$ cat src/aft_pkg.sv
// constants, types and register map of the acquisition trigger controller
// assumes a 10 MHz system clock and a plain strobe register port
package aft_pkg;

  // ----------------------------------------------------------------------
  // register map (byte offsets)
  // ----------------------------------------------------------------------
  localparam logic [7:0] ADDR_CTRL   = 8'h00;
  localparam logic [7:0] ADDR_CMD    = 8'h04;
  localparam logic [7:0] ADDR_FCOUNT = 8'h08;
  localparam logic [7:0] ADDR_PERIOD = 8'h0c;
  localparam logic [7:0] ADDR_EXPO   = 8'h10;
  localparam logic [7:0] ADDR_STATUS = 8'h14;

  // ----------------------------------------------------------------------
  // field layouts
  // ----------------------------------------------------------------------
  localparam int CFG_W         = 7;
  localparam int CMD_START_BIT = 0;
  localparam int CMD_STOP_BIT  = 1;
  localparam int ST_STATE_LSB  = 0;
  localparam int ST_COUNT_LSB  = 8;

  typedef struct packed {
    logic std_mode;
    logic rate_en;
    logic continuous;
    logic frame_ext;
    logic acq_falling;
    logic acq_line1;
    logic acq_trig_en;
  } aft_cfg_type;

  typedef enum logic [1:0] {
    ST_IDLE,
    ST_WAIT_ACQ,
    ST_WAIT_FRAME,
    ST_EXPOSE
  } aft_state_type;

  // ----------------------------------------------------------------------
  // reset values and timing
  // ----------------------------------------------------------------------
  localparam logic [CFG_W-1:0] CTRL_RESET  = 7'h00;
  localparam logic [7:0]       FCOUNT_RESET = 8'h01;
  localparam logic [7:0]       FCOUNT_MIN   = 8'h01;
  localparam int               CLK_PERIOD_NS = 100;
  localparam int               EXPO_RESET_US = 100;
  localparam int               EXPO_RESET_CYC =
    (EXPO_RESET_US * 1000 + CLK_PERIOD_NS - 1) / CLK_PERIOD_NS;
  localparam logic [31:0]      EXPO_RESET   = 32'(EXPO_RESET_CYC);
  localparam logic [31:0]      PERIOD_RESET = 32'h0000_0000;

endpackage

$ cat src/aft_ctrl.sv
// acquisition and frame start trigger sequencer with its register port
// assumes inputs synchronous to clk except the external line, and a
// separate block that supplies the shortest legal frame period
//
// How it works
// - line 1 edge arms when acquisition trigger on
// - polarity bit picks rising or falling edge
// - waiting for acquisition ignores frame triggers
// - qualifying edge moves to waiting for frame
// - rearm once accepted frames equal frame count
// - each accepted frame trigger starts one frame
// - frame triggers ignored outside waiting for frame
// - internal frame triggers when external ones off
// - single mode: one internal frame per start
// - continuous mode: frames until stop command
// - rate control off: run at maximum rate
// - rate control on: run at programmed period
// - programmed rate above maximum is clamped
// - exposure length from programmed exposure time
// - comes up in legacy mode after reset
// - frame count accepts 1 through 255
//
// Added by the designer: the address map and strobed register access.
`timescale 1ns/10ps
`default_nettype none

module aft_ctrl #(
  parameter int DATA_W = 32
) (
  input  wire logic              clk,
  input  wire logic              sys_rst,
  input  wire logic [7:0]        addr,
  input  wire logic [DATA_W-1:0] wr_data,
  input  wire logic              wr_en,
  input  wire logic              rd_en,
  output var  logic [DATA_W-1:0] rd_data,
  input  wire logic              ext_acq_trigger_in,
  input  wire logic              frame_trigger_in,
  input  wire logic [31:0]       min_frame_period,
  output var  logic              frame_start,
  output var  logic              exposure_active,
  output var  logic              wait_acq_status,
  output var  logic              wait_frame_status
);

  // ----------------------------------------------------------------------
  // registers and commands
  // ----------------------------------------------------------------------
  aft_pkg::aft_cfg_type   cfg_reg;
  logic [7:0]             fcount_reg;
  logic [31:0]            period_reg;
  logic [31:0]            expo_reg;
  logic [DATA_W-1:0]      rd_data_reg;
  logic                   start_cmd;
  logic                   stop_cmd;

  assign start_cmd = wr_en && (addr == aft_pkg::ADDR_CMD)
                     && wr_data[aft_pkg::CMD_START_BIT];
  assign stop_cmd  = wr_en && (addr == aft_pkg::ADDR_CMD)
                     && wr_data[aft_pkg::CMD_STOP_BIT];

  always_ff @(posedge clk)
  begin
    if (sys_rst)
      cfg_reg <= aft_pkg::aft_cfg_type'(aft_pkg::CTRL_RESET);
    else if (wr_en && addr == aft_pkg::ADDR_CTRL)
      cfg_reg <= aft_pkg::aft_cfg_type'(wr_data[aft_pkg::CFG_W-1:0]);
  end

  always_ff @(posedge clk)
  begin
    if (sys_rst)
      fcount_reg <= aft_pkg::FCOUNT_RESET;
    else if (wr_en && addr == aft_pkg::ADDR_FCOUNT)
    begin
      if (wr_data[7:0] < aft_pkg::FCOUNT_MIN)
        fcount_reg <= aft_pkg::FCOUNT_MIN;
      else
        fcount_reg <= wr_data[7:0];
    end
  end

  always_ff @(posedge clk)
  begin
    if (sys_rst)
    begin
      period_reg <= aft_pkg::PERIOD_RESET;
      expo_reg   <= aft_pkg::EXPO_RESET;
    end
    else if (wr_en && addr == aft_pkg::ADDR_PERIOD)
      period_reg <= wr_data[31:0];
    else if (wr_en && addr == aft_pkg::ADDR_EXPO)
      expo_reg <= wr_data[31:0];
  end

  // ----------------------------------------------------------------------
  // external acquisition trigger line
  // ----------------------------------------------------------------------
  logic acq_meta_reg;
  logic acq_sync_reg;
  logic acq_prev_reg;
  logic acq_pulse_reg;
  logic acq_edge;

  // two-flop synchroniser, first stage read only by second
  always_ff @(posedge clk)
  begin
    if (sys_rst)
    begin
      acq_meta_reg <= 1'b0;
      acq_sync_reg <= 1'b0;
      acq_prev_reg <= 1'b0;
    end
    else
    begin
      acq_meta_reg <= ext_acq_trigger_in;
      acq_sync_reg <= acq_meta_reg;
      acq_prev_reg <= acq_sync_reg;
    end
  end

  assign acq_edge = cfg_reg.acq_line1 &&
                    (cfg_reg.acq_falling ? (acq_prev_reg && !acq_sync_reg)
                                         : (!acq_prev_reg && acq_sync_reg));

  always_ff @(posedge clk)
  begin
    if (sys_rst)
      acq_pulse_reg <= 1'b0;
    else
      acq_pulse_reg <= acq_edge;
  end

  // ----------------------------------------------------------------------
  // frame rate generator
  // ----------------------------------------------------------------------
  aft_pkg::aft_state_type state_reg;
  aft_pkg::aft_state_type state_next;
  logic [31:0]            elapsed_reg;
  logic [31:0]            eff_period;
  logic [31:0]            floor_period;
  logic                   frame_fire;
  logic                   int_ready;

  // a zero minimum would fire every cycle; keep at least one
  assign floor_period = (min_frame_period == 32'h0) ? 32'h1
                                                    : min_frame_period;

  assign eff_period = (cfg_reg.rate_en && period_reg > floor_period)
                      ? period_reg : floor_period;

  assign int_ready = (elapsed_reg >= eff_period);

  assign frame_fire = (state_reg == aft_pkg::ST_WAIT_FRAME) && !stop_cmd
                      && !start_cmd
                      && (cfg_reg.frame_ext ? frame_trigger_in : int_ready);

  // saturating, so the first frame after a start fires at once
  always_ff @(posedge clk)
  begin
    if (sys_rst)
      elapsed_reg <= 32'h0;
    else if (start_cmd)
      elapsed_reg <= 32'hffff_ffff;
    else if (frame_fire)
      elapsed_reg <= 32'h1;
    else if (elapsed_reg != 32'hffff_ffff)
      elapsed_reg <= elapsed_reg + 32'h1;
  end

  // ----------------------------------------------------------------------
  // frame counter and exposure
  // ----------------------------------------------------------------------
  logic [7:0]  frame_cnt_reg;
  logic [31:0] expo_left_reg;
  logic [31:0] expo_eff;
  logic        expo_done;
  logic        frames_done;

  assign expo_eff    = (expo_reg == 32'h0) ? 32'h1 : expo_reg;
  assign expo_done   = (state_reg == aft_pkg::ST_EXPOSE)
                       && (expo_left_reg == 32'h1);
  assign frames_done = (frame_cnt_reg == fcount_reg);

  always_ff @(posedge clk)
  begin
    if (sys_rst || stop_cmd || start_cmd)
      frame_cnt_reg <= 8'h0;
    else if (state_reg == aft_pkg::ST_WAIT_ACQ && acq_pulse_reg)
      frame_cnt_reg <= 8'h0;
    else if (frame_fire)
      frame_cnt_reg <= frame_cnt_reg + 8'h1;
  end

  always_ff @(posedge clk)
  begin
    if (sys_rst || stop_cmd || start_cmd)
      expo_left_reg <= 32'h0;
    else if (frame_fire)
      expo_left_reg <= expo_eff;
    else if (expo_left_reg != 32'h0)
      expo_left_reg <= expo_left_reg - 32'h1;
  end

  // ----------------------------------------------------------------------
  // acquisition state machine
  // ----------------------------------------------------------------------
  always_comb
  begin
    state_next = state_reg;
    if (stop_cmd)
      state_next = aft_pkg::ST_IDLE;
    else if (start_cmd)
    begin
      if (cfg_reg.std_mode)
      begin
        if (cfg_reg.acq_trig_en)
          state_next = aft_pkg::ST_WAIT_ACQ;
        else
          state_next = aft_pkg::ST_WAIT_FRAME;
      end
    end
    else
    begin
      case (state_reg)
        aft_pkg::ST_WAIT_ACQ:
          if (acq_pulse_reg)
            state_next = aft_pkg::ST_WAIT_FRAME;
        aft_pkg::ST_WAIT_FRAME:
          if (frame_fire)
            state_next = aft_pkg::ST_EXPOSE;
        aft_pkg::ST_EXPOSE:
          if (expo_done)
          begin
            // rearm after the last counted frame
            if (cfg_reg.acq_trig_en && frames_done)
              state_next = aft_pkg::ST_WAIT_ACQ;
            // host keeps continuous with acquisition trigger
            else if (!cfg_reg.frame_ext && !cfg_reg.continuous)
              state_next = aft_pkg::ST_IDLE;
            else
              state_next = aft_pkg::ST_WAIT_FRAME;
          end
        default:
          state_next = state_reg;
      endcase
    end
  end

  always_ff @(posedge clk)
  begin
    if (sys_rst)
      state_reg <= aft_pkg::ST_IDLE;
    else
      state_reg <= state_next;
  end

  // ----------------------------------------------------------------------
  // outputs
  // ----------------------------------------------------------------------
  logic frame_start_reg;
  logic exposure_active_reg;
  logic wait_acq_reg;
  logic wait_frame_reg;

  always_ff @(posedge clk)
  begin
    if (sys_rst)
    begin
      frame_start_reg     <= 1'b0;
      exposure_active_reg <= 1'b0;
      wait_acq_reg        <= 1'b0;
      wait_frame_reg      <= 1'b0;
    end
    else
    begin
      frame_start_reg     <= frame_fire;
      exposure_active_reg <= (state_next == aft_pkg::ST_EXPOSE);
      wait_acq_reg        <= (state_next == aft_pkg::ST_WAIT_ACQ);
      wait_frame_reg      <= (state_next == aft_pkg::ST_WAIT_FRAME);
    end
  end

  assign frame_start       = frame_start_reg;
  assign exposure_active   = exposure_active_reg;
  assign wait_acq_status   = wait_acq_reg;
  assign wait_frame_status = wait_frame_reg;

  // ----------------------------------------------------------------------
  // read port
  // ----------------------------------------------------------------------
  always_ff @(posedge clk)
  begin
    if (sys_rst || !rd_en)
      rd_data_reg <= '0;
    else if (addr == aft_pkg::ADDR_CTRL)
      rd_data_reg <= DATA_W'(cfg_reg);
    else if (addr == aft_pkg::ADDR_FCOUNT)
      rd_data_reg <= DATA_W'(fcount_reg);
    else if (addr == aft_pkg::ADDR_PERIOD)
      rd_data_reg <= DATA_W'(period_reg);
    else if (addr == aft_pkg::ADDR_EXPO)
      rd_data_reg <= DATA_W'(expo_reg);
    else if (addr == aft_pkg::ADDR_STATUS)
      rd_data_reg <= DATA_W'({frame_cnt_reg, 6'h0, 2'(state_reg)});
    else
      rd_data_reg <= '0;
  end

  assign rd_data = rd_data_reg;
endmodule

`default_nettype wire

$ cat config.mk
export PLATFORM = sky130hd
export DESIGN_NAME = aft_ctrl
export DESIGN_NICKNAME = d
export VERILOG_FILES = /design/src/aft_pkg.sv /design/src/aft_ctrl.sv
export SDC_FILE = /design/constraint.sdc
export NUM_CORES = 1
export LEC_CHECK = 0
export BUFFER_PORTS_ARGS = -buffer_cell sky130_fd_sc_hd__buf_2
export CAP_MARGIN = 20
export CORE_ASPECT_RATIO = 1.25
export CORE_UTILIZATION = 50
export CTS_BUF_LIST = sky130_fd_sc_hd__clkbuf_4 sky130_fd_sc_hd__clkbuf_8 sky130_fd_sc_hd__clkbuf_16
export CTS_CLUSTER_DIAMETER = 60
export DETAILED_ROUTE_END_ITERATION = 8
export PLACE_DENSITY_LB_ADDON = 0.3
export SETUP_SLACK_MARGIN = 0.1
export SLEW_MARGIN = 20
export SYNTH_ARGS = -nofsm -noshare
export SYNTH_HDL_FRONTEND = slang
export SYNTH_SLANG_ARGS = --single-unit
$ cat constraint.sdc
create_clock -name clk -period 13.7 [get_ports clk]
set_clock_uncertainty 0.1 [all_clocks]
set_input_delay 0 -clock clk [delete_from_list [all_inputs] [get_ports clk]]
set_output_delay 0 -clock clk [all_outputs]
set_load 0.01 [all_outputs]
; Word-level counts from Yosys, hierarchy flattened
; Cells that the tools add are included.
[classes]
bitwise_logic = 1
n_mux = 26
n_addsub = 3
n_reduce_logical = 38
eq_ne = 14
order_cmp = 3
[ops]
columns = operator, count
row1 = $mux 32, 10
row2 = $logic_not 32->1, 2
row3 = $add 32x1->32 const B, 1
row4 = $eq 32x1->1 const B, 1
row5 = $ge 32x32->1, 1
row6 = $gt 32x32->1, 1
row7 = $ne 32x32->1 const B, 1
row8 = $reduce_bool 32->1, 1
row9 = $sub 32x1->32 const B, 1
row10 = $logic_and 1x1->1, 18
row11 = $mux 2, 9
row12 = $eq 8x4->1 const B, 2
row13 = $eq 8x5->1 const B, 2
row14 = $mux 16, 1
row15 = $mux 8, 2
row16 = $add 8x1->8 const B, 1
row17 = $eq 2x2->1 const B, 4
row18 = $eq 8x3->1 const B, 1
row19 = $eq 8x8->1, 1
row20 = $logic_not 8->1, 1
row21 = $lt 8x1->1 const B, 1
row22 = $logic_not 1->1, 7
row23 = $mux 7, 1
row24 = $pmux 2 s3, 1
row25 = 9 further kinds, 14
[word_totals]
ff_bits = 193

; Logic depth before layout (Yosys ltp)
; Gate-level depths: netlist of run 1.
[logic_depth]
depth_word = 13
depth_mapped = 22

; Least setup slack after synthesis of run 1
; OpenSTA, ideal clock, no wires.
[synth_path]
path_kind = reg2reg
start = register period_reg[0]
end = register expo_left_reg[0]
required_ns = 13.483
path_buffers = 3
arrival_time_ns = 4.550
path_slack_ns = 8.933
path_stages_with_launch = 21
cell_sequence = dfxtp_1 inv_1 ha_1 nand2b_1 a21oi_1 nor4_1 o41ai_1 a21oi_1 a31oi_1 clkbuf_1 mux2i_1 ha_1 nand3_1 nor4_1 nand4_1 a31oi_1 o21ba_2 clkbuf_1 clkbuf_1 a21oi_1 a32o_1
[synth_between]
elab_chain_len = 7
elab_cells_between_ends = 8
classes_between = order compare (2) / mux (3) / reduce/logical (3)
[synth_rtl]
columns = element, line
row1 = from (decl), aft_ctrl.sv:51  ; logic [31:0] period_reg;
row2 = from (signal assigned), aft_ctrl.sv:87  ; period_reg <= aft_pkg::PERIOD_RESET;
row3 = from (signal assigned), aft_ctrl.sv:91  ; period_reg <= wr_data[31:0];
row4 = $gt 32x32->1, aft_ctrl.sv:149  ; assign eff_period = (cfg_reg.rate_en && period_reg > floor_period)
row5 = $logic_and 1x1->1, aft_ctrl.sv:149
row6 = $mux 32 (*), aft_ctrl.sv:150  ; ? period_reg : floor_period;
row7 = $ge 32x32->1 (*), aft_ctrl.sv:152  ; assign int_ready = (elapsed_reg >= eff_period);
row8 = $mux 1 (*), aft_ctrl.sv:156  ; && (cfg_reg.frame_ext ? frame_trigger_in : int_ready);
row9 = $logic_and 1x1->1 (*), aft_ctrl.sv:156
row10 = $mux 32 or $reduce_bool 2->1 (tied branches), --
row11 = to (signal assigned), aft_ctrl.sv:200  ; expo_left_reg <= expo_eff;
row12 = to (signal assigned), aft_ctrl.sv:202  ; expo_left_reg <= expo_left_reg - 32'h1;
row13 = to (decl), aft_ctrl.sv:175  ; logic [31:0] expo_left_reg;
; Mark *: on every way between the ends. The rest lies on a longest branch, timed or not.
; A chain may end at the register's enable or synchronous reset.

; Worst setup path in the final report of run 1
[layout_path]
start = register period_reg[28]
end = register expo_left_reg[1]
; Same word-level chain as after synthesis.

==> reports/qor.yml, run 1 <==
synth:
  yosys-top-cells-area: "dfxtp_1, ha_1, nand2_1, a21oi_1, nor2_1"
  synth-seq-cells: 193
  syn_inst: 1228
  yosysWarnings: 0
  synth_seq_area_share: 0.3853
  syn_nets: 1374
  synth_ff_type: "dfxtp_1"
  yosys.area.top_type_share: 0.3853
  synth-edff-count: 0
  async_reset_ff_frac: 0
  postSynthAreaPerCell_um2: 8.166
  synth_top_area_cell: "dfxtp_1"
  syn_area_um2: 10030
  synth_cell_types: 59
finish:
  final_common_cell: "dfxtp_1"
  area_growth_pct: 17.49
  drive_gt1_frac: 0.1288
  diodes: 0
  nets: 1492
  n_fill_cell: 1812
  most-common-layout-cells: "dfxtp_1, nand2_1, a21oi_1"
global_routing:
  overflow: 0
  antenna_found_initial: 0
  first_global_vias: 9094
  grt_pass1_wl_um: 46460
  grt_start_max_net_pins: 65
  grtUsageTotal: 0.2855
cts:
  cts_resized: 0
  cts_setup_buffers: 0
  clock_path_buffers: 2
  cts_hold_buffers: 38
  h-tree-depth: 4
  clock_sinks: 193
  cts_buffers: 17
  clkSlewWorstSetupHoldPaths_ns: 0.07
  cts_tree: "yes"
  clk_latency_ns: 0.43
  clock-root-buffer: "clkbuf_16"
sta:
  period_share: 0.4399
  setup_viol_count_final: 0
  drv_slew: 0
  rsz0062_at_grt: "false"
  hold_viol_final: 0
  tns_ns: 0
  fmax_mhz: 165.9
  setup_ws_ns: 7.673
  relSlewSlack: 0.3463
  whs_ns: 0.02221
  worst_pin_slew_ns: 0.9805
  period_needed_ns: 6.027
hold_path:
  holdCritPathClass: "in2reg"
routing:
  num_vias: 9519
  drc: 0
  drtIter0Drc: 874
  detail-route-antenna-nets: 0
  drtPass1Iterations: 6
  vias_per_cell: 5.861
  wire_per_inst_um: 17.57
  wl_um: 28530
setup_path:
  critPathSlowestCell: "a31oi_1"
  cp.buffers_inverters: 1
  worstPathCellList: "ha_1 > nand4_1 > nor4_1 > nand4_1 > o31ai_1 > a31oi_4 > buf_4 > mux2i_1 > ha_1 > nand3_1 > nor4_1 > nand4_1 > a31oi_1 > o21ba_2 > a22oi_1 > a211oi_1"
  start_kind: "flip-flop"
  critPathArrivalTime_ns: 6.27
  cpLargestDelayFamily: "compound AO/OA/AOI/OAI gates"
  required_ns: 13.94
  cp_common_cell: "nand4_1"
  slowest_delay_ns: 0.75
  critPathMaxFanout: 33
  path_class: "reg2reg"
  worstSetupEndpointType: "flip-flop"
die:
  fp.dieW_um: 128.7
  start_util: 0.5132
  io_pins: 114
  coreArea_um2: 19540
  die_h_um: 160.3
  die-area_um2: 20630
  num_rows: 57
power:
  p_per_area_nw_per_um2: 122.9
  p_leak_nw: 4.701
  vdd_drop_max_mv: 0.08108
run:
  drv_cap: 0
placed_design:
  gp_congestion: 0.8990
  hpwl_um: 20790
  dp_worst_setup_slack_ns: 7.819
  numPortBuffers: 113
outcome:
  status: "finished clean"
layer usage:
metal,track usage,up-vias,part of all wire
met1,0.3722,4447,0.42
li1,-,4600,-
met3,0.04430,79,0.061
met5,0,-,0
met4,0.1439,0,0.044
met2,0.4560,393,0.47
worst paths after layout:
check | start | endpoint | slack, ns | cells past startpoint
max | period_reg[28]$_SDFFE_PP0P_ | expo_left_reg[1]$_SDFFE_PP0P_ | 7.67 | 16
min | addr[2] | rd_data[7]$_SDFF_PP0_ | 0.02 | 3
max reg2reg | period_reg[28]$_SDFFE_PP0P_ | expo_left_reg[1]$_SDFFE_PP0P_ | 7.67 | 16
min reg2reg | acq_meta_reg$_SDFF_PP0_ | acq_sync_reg$_SDFF_PP0_ | 0.34 | 1
cell usage after synthesis (all sizes together), types with 3 or more instances:
| cell type | n |
|---|---|
| o31ai | 4 |
| inv | 46 |
| a31oi | 7 |
| ha | 68 |
| a211oi | 11 |
| a222oi | 8 |
| and2 | 3 |
| nor3 | 27 |
| nand3b | 6 |
| a22oi | 45 |
| nor4 | 31 |
| dfxtp | 193 |
| mux2i | 38 |
| buf | 5 |
| nand2 | 189 |
| o211ai | 3 |
| o21bai | 3 |
| and4 | 4 |
| o2111ai | 3 |
| a21oi | 137 |
| nand3 | 43 |
| nand4 | 26 |
| and3 | 9 |
| or4 | 6 |
| xnor2 | 27 |
| o21ai | 24 |
| xor2 | 37 |
| clkbuf | 57 |
| nor2 | 113 |
| a221oi | 5 |
| nor2b | 6 |
| or2 | 5 |
| nor3b | 4 |
| or3 | 9 |
| nand2b | 8 |
cell families (layout without fill, tap and decap cells):
family                   Yosys count  after routing  share of synthesized area
adder cells (fa/ha/maj)           68             68                    0.08484
XOR/XNOR                          64             64                    0.05590
buffers and inverters            108            239                    0.04404
flip-flops                       193            193                     0.3853
multiplexers                      40             40                    0.04017
AND/OR/NAND/NOR                  492            492                     0.2293
AO/OA/AOI/OAI                    263            263                     0.1604
metrics by stage:
step / instances / instance area, um^2 / total power (W) / util
3_3_place_gp: 1552 / 10740 / 0.0009065 / 0.5498
5_1_grt: 1624 / 11780 / 0.001510 / 0.6030
6_report: 1624 / 11780 / 0.001448 / 0.6030
2_1_floorplan: 1228 / 10030 / 0.0008480 / -
3_5_place_dp: 1553 / 10760 / 0.0009152 / 0.5506
4_1_cts: 1623 / 11770 / 0.001445 / 0.6022
final cells by class:
cell class                      count  area [um^2]  area share
Timing Repair Buffer              161         1028     0.08729
Clock buffer                       22        475.5     0.04035
Sequential cell                   193         3864      0.3279
Tap cell                          265        331.6     0.02814
Clock inverter                     10        151.4     0.01285
Multi-Input combinational cell    927         5759      0.4888
Inverter                           46        172.7     0.01465
worst reg2reg max path, cell delays in order (launching register included):
cell      delay [ns]
dfxtp_1         0.36
ha_1            0.32
nand4_1         0.19
nor4_1          0.62
nand4_1         0.22
o31ai_1         0.52
a31oi_4         0.04
buf_4           0.31
mux2i_1         0.20
ha_1            0.33
nand3_1         0.14
nor4_1          0.50
nand4_1         0.16
a31oi_1         0.75
o21ba_2         0.72
a22oi_1         0.20
a211oi_1        0.26
where the power goes:
part	internal [W]	switching, W	total (W)
combinational	0.000129	0.000171	0.000300
clock	0.000306	0.000222	0.000528
sequential	0.000591	0.0000287	0.000620
total	0.00103	0.000421	0.00145
Note: power is estimated with default switching activity, not from simulation.
==> run 2: changes to the inputs <==
clock period = 5.1 ns   (was 13.7 ns; I/O delays follow)
==> run 2 against run 1 <==
Sequential share of layout area decreased by 0.64 points. Global-route usage increased by 0.61 points. Power increased to 2.6 times the previous value. Non-clock buffer count increased by 27. Maximum frequency increased by 26%. Register-to-register slack got worse by 7.3 ns. Routed wire length increased by 3.8%. Sequential power increased to 2.7 times the previous value. Die area unchanged. First-iteration DRC count decreased by 7.0%. Critical path depth increased by 6. Critical path type unchanged. Critical endpoint is now expo_left_reg[31]$_SDFFE_PP0P_. Highest routed layer unchanged.
==> reports/qor.yml, run 2 (synthesized netlist as in run 1, its figures left out) <==
outcome:
  status: "finished clean"
setup_path:
  r2r_cells: 22  # +6
  critPathArrivalTime_ns: 5.03  # -1.24 ns
  required_ns: 5.36  # -8.58 ns
  start_kind: "flip-flop"
  critPathMaxFanout: 18  # -45%
  path_class: "reg2reg"
  worstSetupEndpointType: "flip-flop"
finish:
  final_common_cell: "dfxtp_1"
  most-common-layout-cells: "dfxtp_1, nand2_1, a21oi_1"
  post-route-util: 0.6151  # +0.01210
  diodes: 0  # unchanged
  fin_area_um2: 12020  # +2.0%
  nets: 1519  # +1.8%
  area_growth_pct: 19.85
  drive_gt1_frac: 0.1472  # +0.01841
sta:
  period_share: 0.9354  # +0.4955
  drv_slew: 0  # unchanged
  period_needed_ns: 4.771  # -1.256 ns
  worst_pin_slew_ns: 0.8969  # -0.08365 ns
  whs_ns: 0.1617  # +0.1395 ns
  hold_viol_final: 0  # unchanged
  rsz0062_at_grt: "false"
  fmax_mhz: 209.6  # +26%
  tns_ns: 0  # unchanged
  setup_viol_count_final: 0  # unchanged
  relSlewSlack: 0.3985  # +0.05216
placed_design:
  gp_congestion: 0.9064  # +0.82%
  hpwl_um: 21570  # +3.7%
  place_area_um2: 11020  # +2.5%
  numPortBuffers: 113  # unchanged
global_routing:
  grt_pass1_wl_um: 47090  # +1.4%
  grtUsageTotal: 0.2916  # +0.006071
  overflow: 0  # unchanged
  first_global_vias: 9087  # -0.077%
  antenna_found_initial: 0  # unchanged
  grt_start_max_net_pins: 64  # -1.5%
routing:
  vias_per_cell: 5.882  # +0.35%
  num_vias: 9711  # +2.0%
  wire_per_inst_um: 17.94  # +2.1%
  drc: 0  # unchanged
  drtIter0Drc: 813  # -7.0%
  wl_um: 29610  # +3.8%
  detail-route-antenna-nets: 0  # unchanged
  drtPass1Iterations: 7  # +1
die:
  fp.dieW_um: 128.7  # unchanged
  io_pins: 114  # unchanged
  die-area_um2: 20630  # unchanged
  die_h_um: 160.3  # unchanged
  start_util: 0.5132  # unchanged
  num_rows: 57  # unchanged
  coreArea_um2: 19540  # unchanged
power:
  p_per_area_nw_per_um2: 315.2  # +160%
  p_leak_nw: 4.835  # +2.9%
  vdd_drop_max_mv: 0.2233  # +180%
cts:
  cts_tree: "yes"
  cts_buffers: 17  # unchanged
  clock_path_buffers: 2  # unchanged
  h-tree-depth: 4  # unchanged
  clkSlewWorstSetupHoldPaths_ns: 0.07  # about the same
  clock_sinks: 193  # unchanged
  clock-root-buffer: "clkbuf_16"
  clk_latency_ns: 0.44  # about the same
hold_path:
  whs_path_depth: 6  # +3
  holdCritPathClass: "in2reg"
run:
  drv_cap: 0  # unchanged
[run 2: layout make-up]
type	instances	area (um^2)
Fill cell	1734	7522
Multi-Input combinational cell	927	5782
Sequential cell	193	3864
Timing Repair Buffer	188	1305
Clock buffer	21	467.9
Tap cell	265	331.6
Inverter	46	172.7
Clock inverter	11	96.34
[run 2: power by group]
part	switching [W]	internal (W)	leakage, nW
registers	0.0000760	0.00159	1.56
logic	0.000470	0.000369	3.00
clock network	0.000613	0.000673	0.271
[run 2: layer usage]
layer	GRT usage	vias to the layer above	part of all wire
met2	0.4658	430	0.47
met5	0	-	0
met1	0.3749	4542	0.42
li1	-	4657	-
met4	0.1428	0	0.043
met3	0.05596	82	0.071
[run 2: final timing paths]
check	to	slack (ns)	from
min reg2reg	acq_sync_reg$_SDFF_PP0_	0.35	acq_meta_reg$_SDFF_PP0_
max reg2reg	expo_left_reg[31]$_SDFFE_PP0P_	0.33	period_reg[28]$_SDFFE_PP0P_
min	cfg_reg[6]$_SDFFE_PP0P_	0.16	addr[6]
max	expo_left_reg[31]$_SDFFE_PP0P_	0.33	period_reg[28]$_SDFFE_PP0P_
[run 2: timing repair]
action	4_1_cts	5_1_grt
buffers inserted	0	0
hold buffers	38	0
hold endpoints to repair	92	0
endpoints found under the setup margin	0	72
resized for setup	0	7
[run 2: worst max-delay path: stages, from the launching register on]
cell and delay [ns]:
dfxtp_1 0.36, ha_1 0.33, nand4_1 0.18, nor4_1 0.43
buf_4 0.20, nand4_1 0.12, o31ai_2 0.37, a31oi_4 0.08
buf_12 0.18, buf_4 0.19, mux2i_1 0.13, ha_1 0.34
nand4_1 0.11, nor4_2 0.16, buf_4 0.16, nand4_1 0.13
a31oi_1 0.21, buf_4 0.21, o21ba_2 0.18, buf_12 0.15
buf_4 0.16, nand2_1 0.07, a21oi_1 0.14
[run 2: per-stage QoR]
step                      cells  total power [W]  setup slack, ns
after global placement     1579         0.002470           0.3132
after CTS                  1650         0.003785           0.2124
after floorplan            1228         0.002278           0.3328
after detailed placement   1580         0.002493           0.2475
final                      1651         0.003789           0.3295
after global routing       1651         0.003955           0.1370
==> run 3: changes to the inputs <==
CORE_MARGIN = 2   (was not set)
CTS_CLUSTER_SIZE = 12   (was not set)
PLACE_DENSITY = 0.73   (was not set)
PLACE_DENSITY_LB_ADDON = not set   (was 0.3)
==> run 3 against run 2 <==
Clock power grew 5%. Worst hold slack got worse by 0.13 ns. Count of clock-buffer cells in the layout decreased by 3. Routed wire length is 2.4% lower. Non-clock buffer count decreased by 9. Sequential power barely moved. Core utilization decreased by 0.46 points. Critical path depth is 4 lower. Combinational power is essentially flat. Die area increased by 2.8%. Register-to-register slack gained 0.06 ns.
==> reports/qor.yml, run 3 (synthesized netlist as in run 1, its figures left out) <==
cts:
  clock-root-buffer: "clkbuf_16"
  cts_tree: "yes"
  clock_path_buffers: 2  # unchanged
  cts_setup_buffers: 0  # unchanged
  clkSlewWorstSetupHoldPaths_ns: 0.08  # about the same
  clock_sinks: 193  # unchanged
  h-tree-depth: 4  # unchanged
  cts_buffers: 17  # unchanged
  clk_latency_ns: 0.44  # about the same
global_routing:
  top_usage_layer: "met2"
  first_global_vias: 9263  # +1.9%
  overflow: 0  # unchanged
  grt_pass1_wl_um: 46650  # -0.92%
  grtUsageTotal: 0.2790  # -0.01259
  grt_start_max_net_pins: 51  # -20%
  grtUsageMet3: 0.03975  # -0.01621
  met2_usage: 0.4527  # -0.01320
  use_met1: 0.3648  # -0.01014
  antenna_found_initial: 0  # unchanged
finish:
  most-common-layout-cells: "dfxtp_1, nand2_1, a21oi_1"
  fin_area_um2: 11930  # -0.75%
  layoutNonFillerInstCount: 1642  # -0.55%
  nets: 1510  # -0.59%
  drive_gt1_frac: 0.1416  # -0.005574
  final_common_cell: "dfxtp_1"
  diodes: 0  # unchanged
  area_growth_pct: 18.95
die:
  num_rows: 57  # unchanged
  coreArea_um2: 19540  # unchanged
  die_h_um: 162.3  # +1.2%
  io_pins: 114  # unchanged
  start_util: 0.5132  # unchanged
  die-area_um2: 21210  # +2.8%
  fp.dieW_um: 130.7  # +1.6%
setup_path:
  cp-startpoint: "period_reg[25]$_SDFFE_PP0P_"
  worstPathCellList: "ha_1 > nand4_1 > nor4_1 > buf_4 > nand4_1 > o31ai_1 > a31oi_4 > mux2_2 > ha_1 > nand2b_1 > a2111o_1 > a31oi_1 > a31oi_1 > buf_4 > nor2_2 > buf_4 > a22oi_1 > nor4_1"
  worstSetupEndpointType: "flip-flop"
  cp.buffers_inverters: 3  # -4
  cp_common_cell: "buf_4"
  path_class: "reg2reg"
  r2r_start: "period_reg[25]$_SDFFE_PP0P_"
  critPathArrivalTime_ns: 4.96  # -0.07 ns
  start_kind: "flip-flop"
  cpLargestDelayFamily: "compound AO/OA/AOI/OAI gates"
  r2r_cells: 18  # -18%
  critPathSlowestCell: "o31ai_1"
  required_ns: 5.34  # -0.02 ns
  path_depth: 18  # -18%
  slowest_delay_ns: 0.44  # about the same
  critPathMaxFanout: 15  # -3
routing:
  detail-route-antenna-nets: 0  # unchanged
  wl_um: 28910  # -2.4%
  wire_per_inst_um: 17.61  # -1.8%
  vias_per_cell: 5.853  # -0.49%
  drtIter0Drc: 877  # +7.9%
  num_vias: 9611  # -1.0%
  drc: 0  # unchanged
  drtPass1Iterations: 5  # -2
sta:
  whs_ns: 0.02918  # -0.1325 ns
  fmax_mhz: 212.1  # +1.2%
  tns_ns: 0  # unchanged
  drv_slew: 0  # unchanged
  worst_pin_slew_ns: 0.9774  # +0.08056 ns
  period_needed_ns: 4.714  # -0.05660 ns
  relSlewSlack: 0.3424  # -0.05611
  setup_viol_count_final: 0  # unchanged
  rsz0062_at_grt: "false"
  hold_viol_final: 0  # unchanged
  period_share: 0.9243  # -0.01110
placed_design:
  place_area_um2: 10960  # -0.59%
  dp.cells: 1574  # -0.38%
  hpwl_um: 21550  # about the same
  gp_congestion: 0.9312  # +2.7%
  numPortBuffers: 113  # unchanged
run:
  drv_cap: 0  # unchanged
power:
  p_per_area_nw_per_um2: 323.6  # +2.7%
  vdd_drop_max_mv: 0.2261  # +1.3%
  power.total_w: 0.003861  # +1.9%
  p_leak_nw: 4.799  # -0.74%
hold_path:
  holdCritPathClass: "in2reg"
  min_from: "sys_rst"
  whs_path_depth: 3  # -3
outcome:
  status: "finished clean"
run 3: layer usage:
metal	part of all wire	wire (um)
met1	0.42	12050
met5	0	0
met3	0.066	1909
met4	0.045	1297
met2	0.47	13660
run 3: what timing repair did:
item | CTS | global route
endpoints found under the setup margin | 0 | 7
resized for setup | 0 | 2
hold buffers | 36 | 0
endpoints found under the hold margin | 88 | 0
run 3: final timing paths:
check	end	slack [ns]
max	expo_left_reg[12]$_SDFFE_PP0P_	0.39
min	acq_prev_reg$_SDFF_PP0_	0.03
max reg2reg	expo_left_reg[12]$_SDFFE_PP0P_	0.39
min reg2reg	acq_sync_reg$_SDFF_PP0_	0.35
run 3: worst min-delay path: stages:
cell and delay (ns):
buf_2 0.09, buf_4 0.27, nor2b_1 0.15
run 3: report_power, final:
group          total, W  internal, W  leakage (nW)  switching [W]
Sequential      0.00166      0.00159          1.56      0.0000743
Clock           0.00136     0.000708         0.297       0.000652
Combinational  0.000839     0.000368          2.94       0.000471
Total           0.00386      0.00266          4.80        0.00120
run 3: stage by stage:
step	util	setup slack [ns]
finish	0.6104	0.3861
global route	0.6104	0.1317
CTS	0.6099	0.3425
detailed placement	0.5608	0.2623
global placement	0.5608	0.3774
floorplan	-	0.3328
run 3: area by class of cell:
cell class,count,area [um^2]
fill,1726,7612
multi-input combinational,927,5758
sequential,193,3864
timing repair buffer,179,1205
clock buffer,18,432.9
tap,265,331.6
inverter,46,172.7
clock inverter,14,165.2
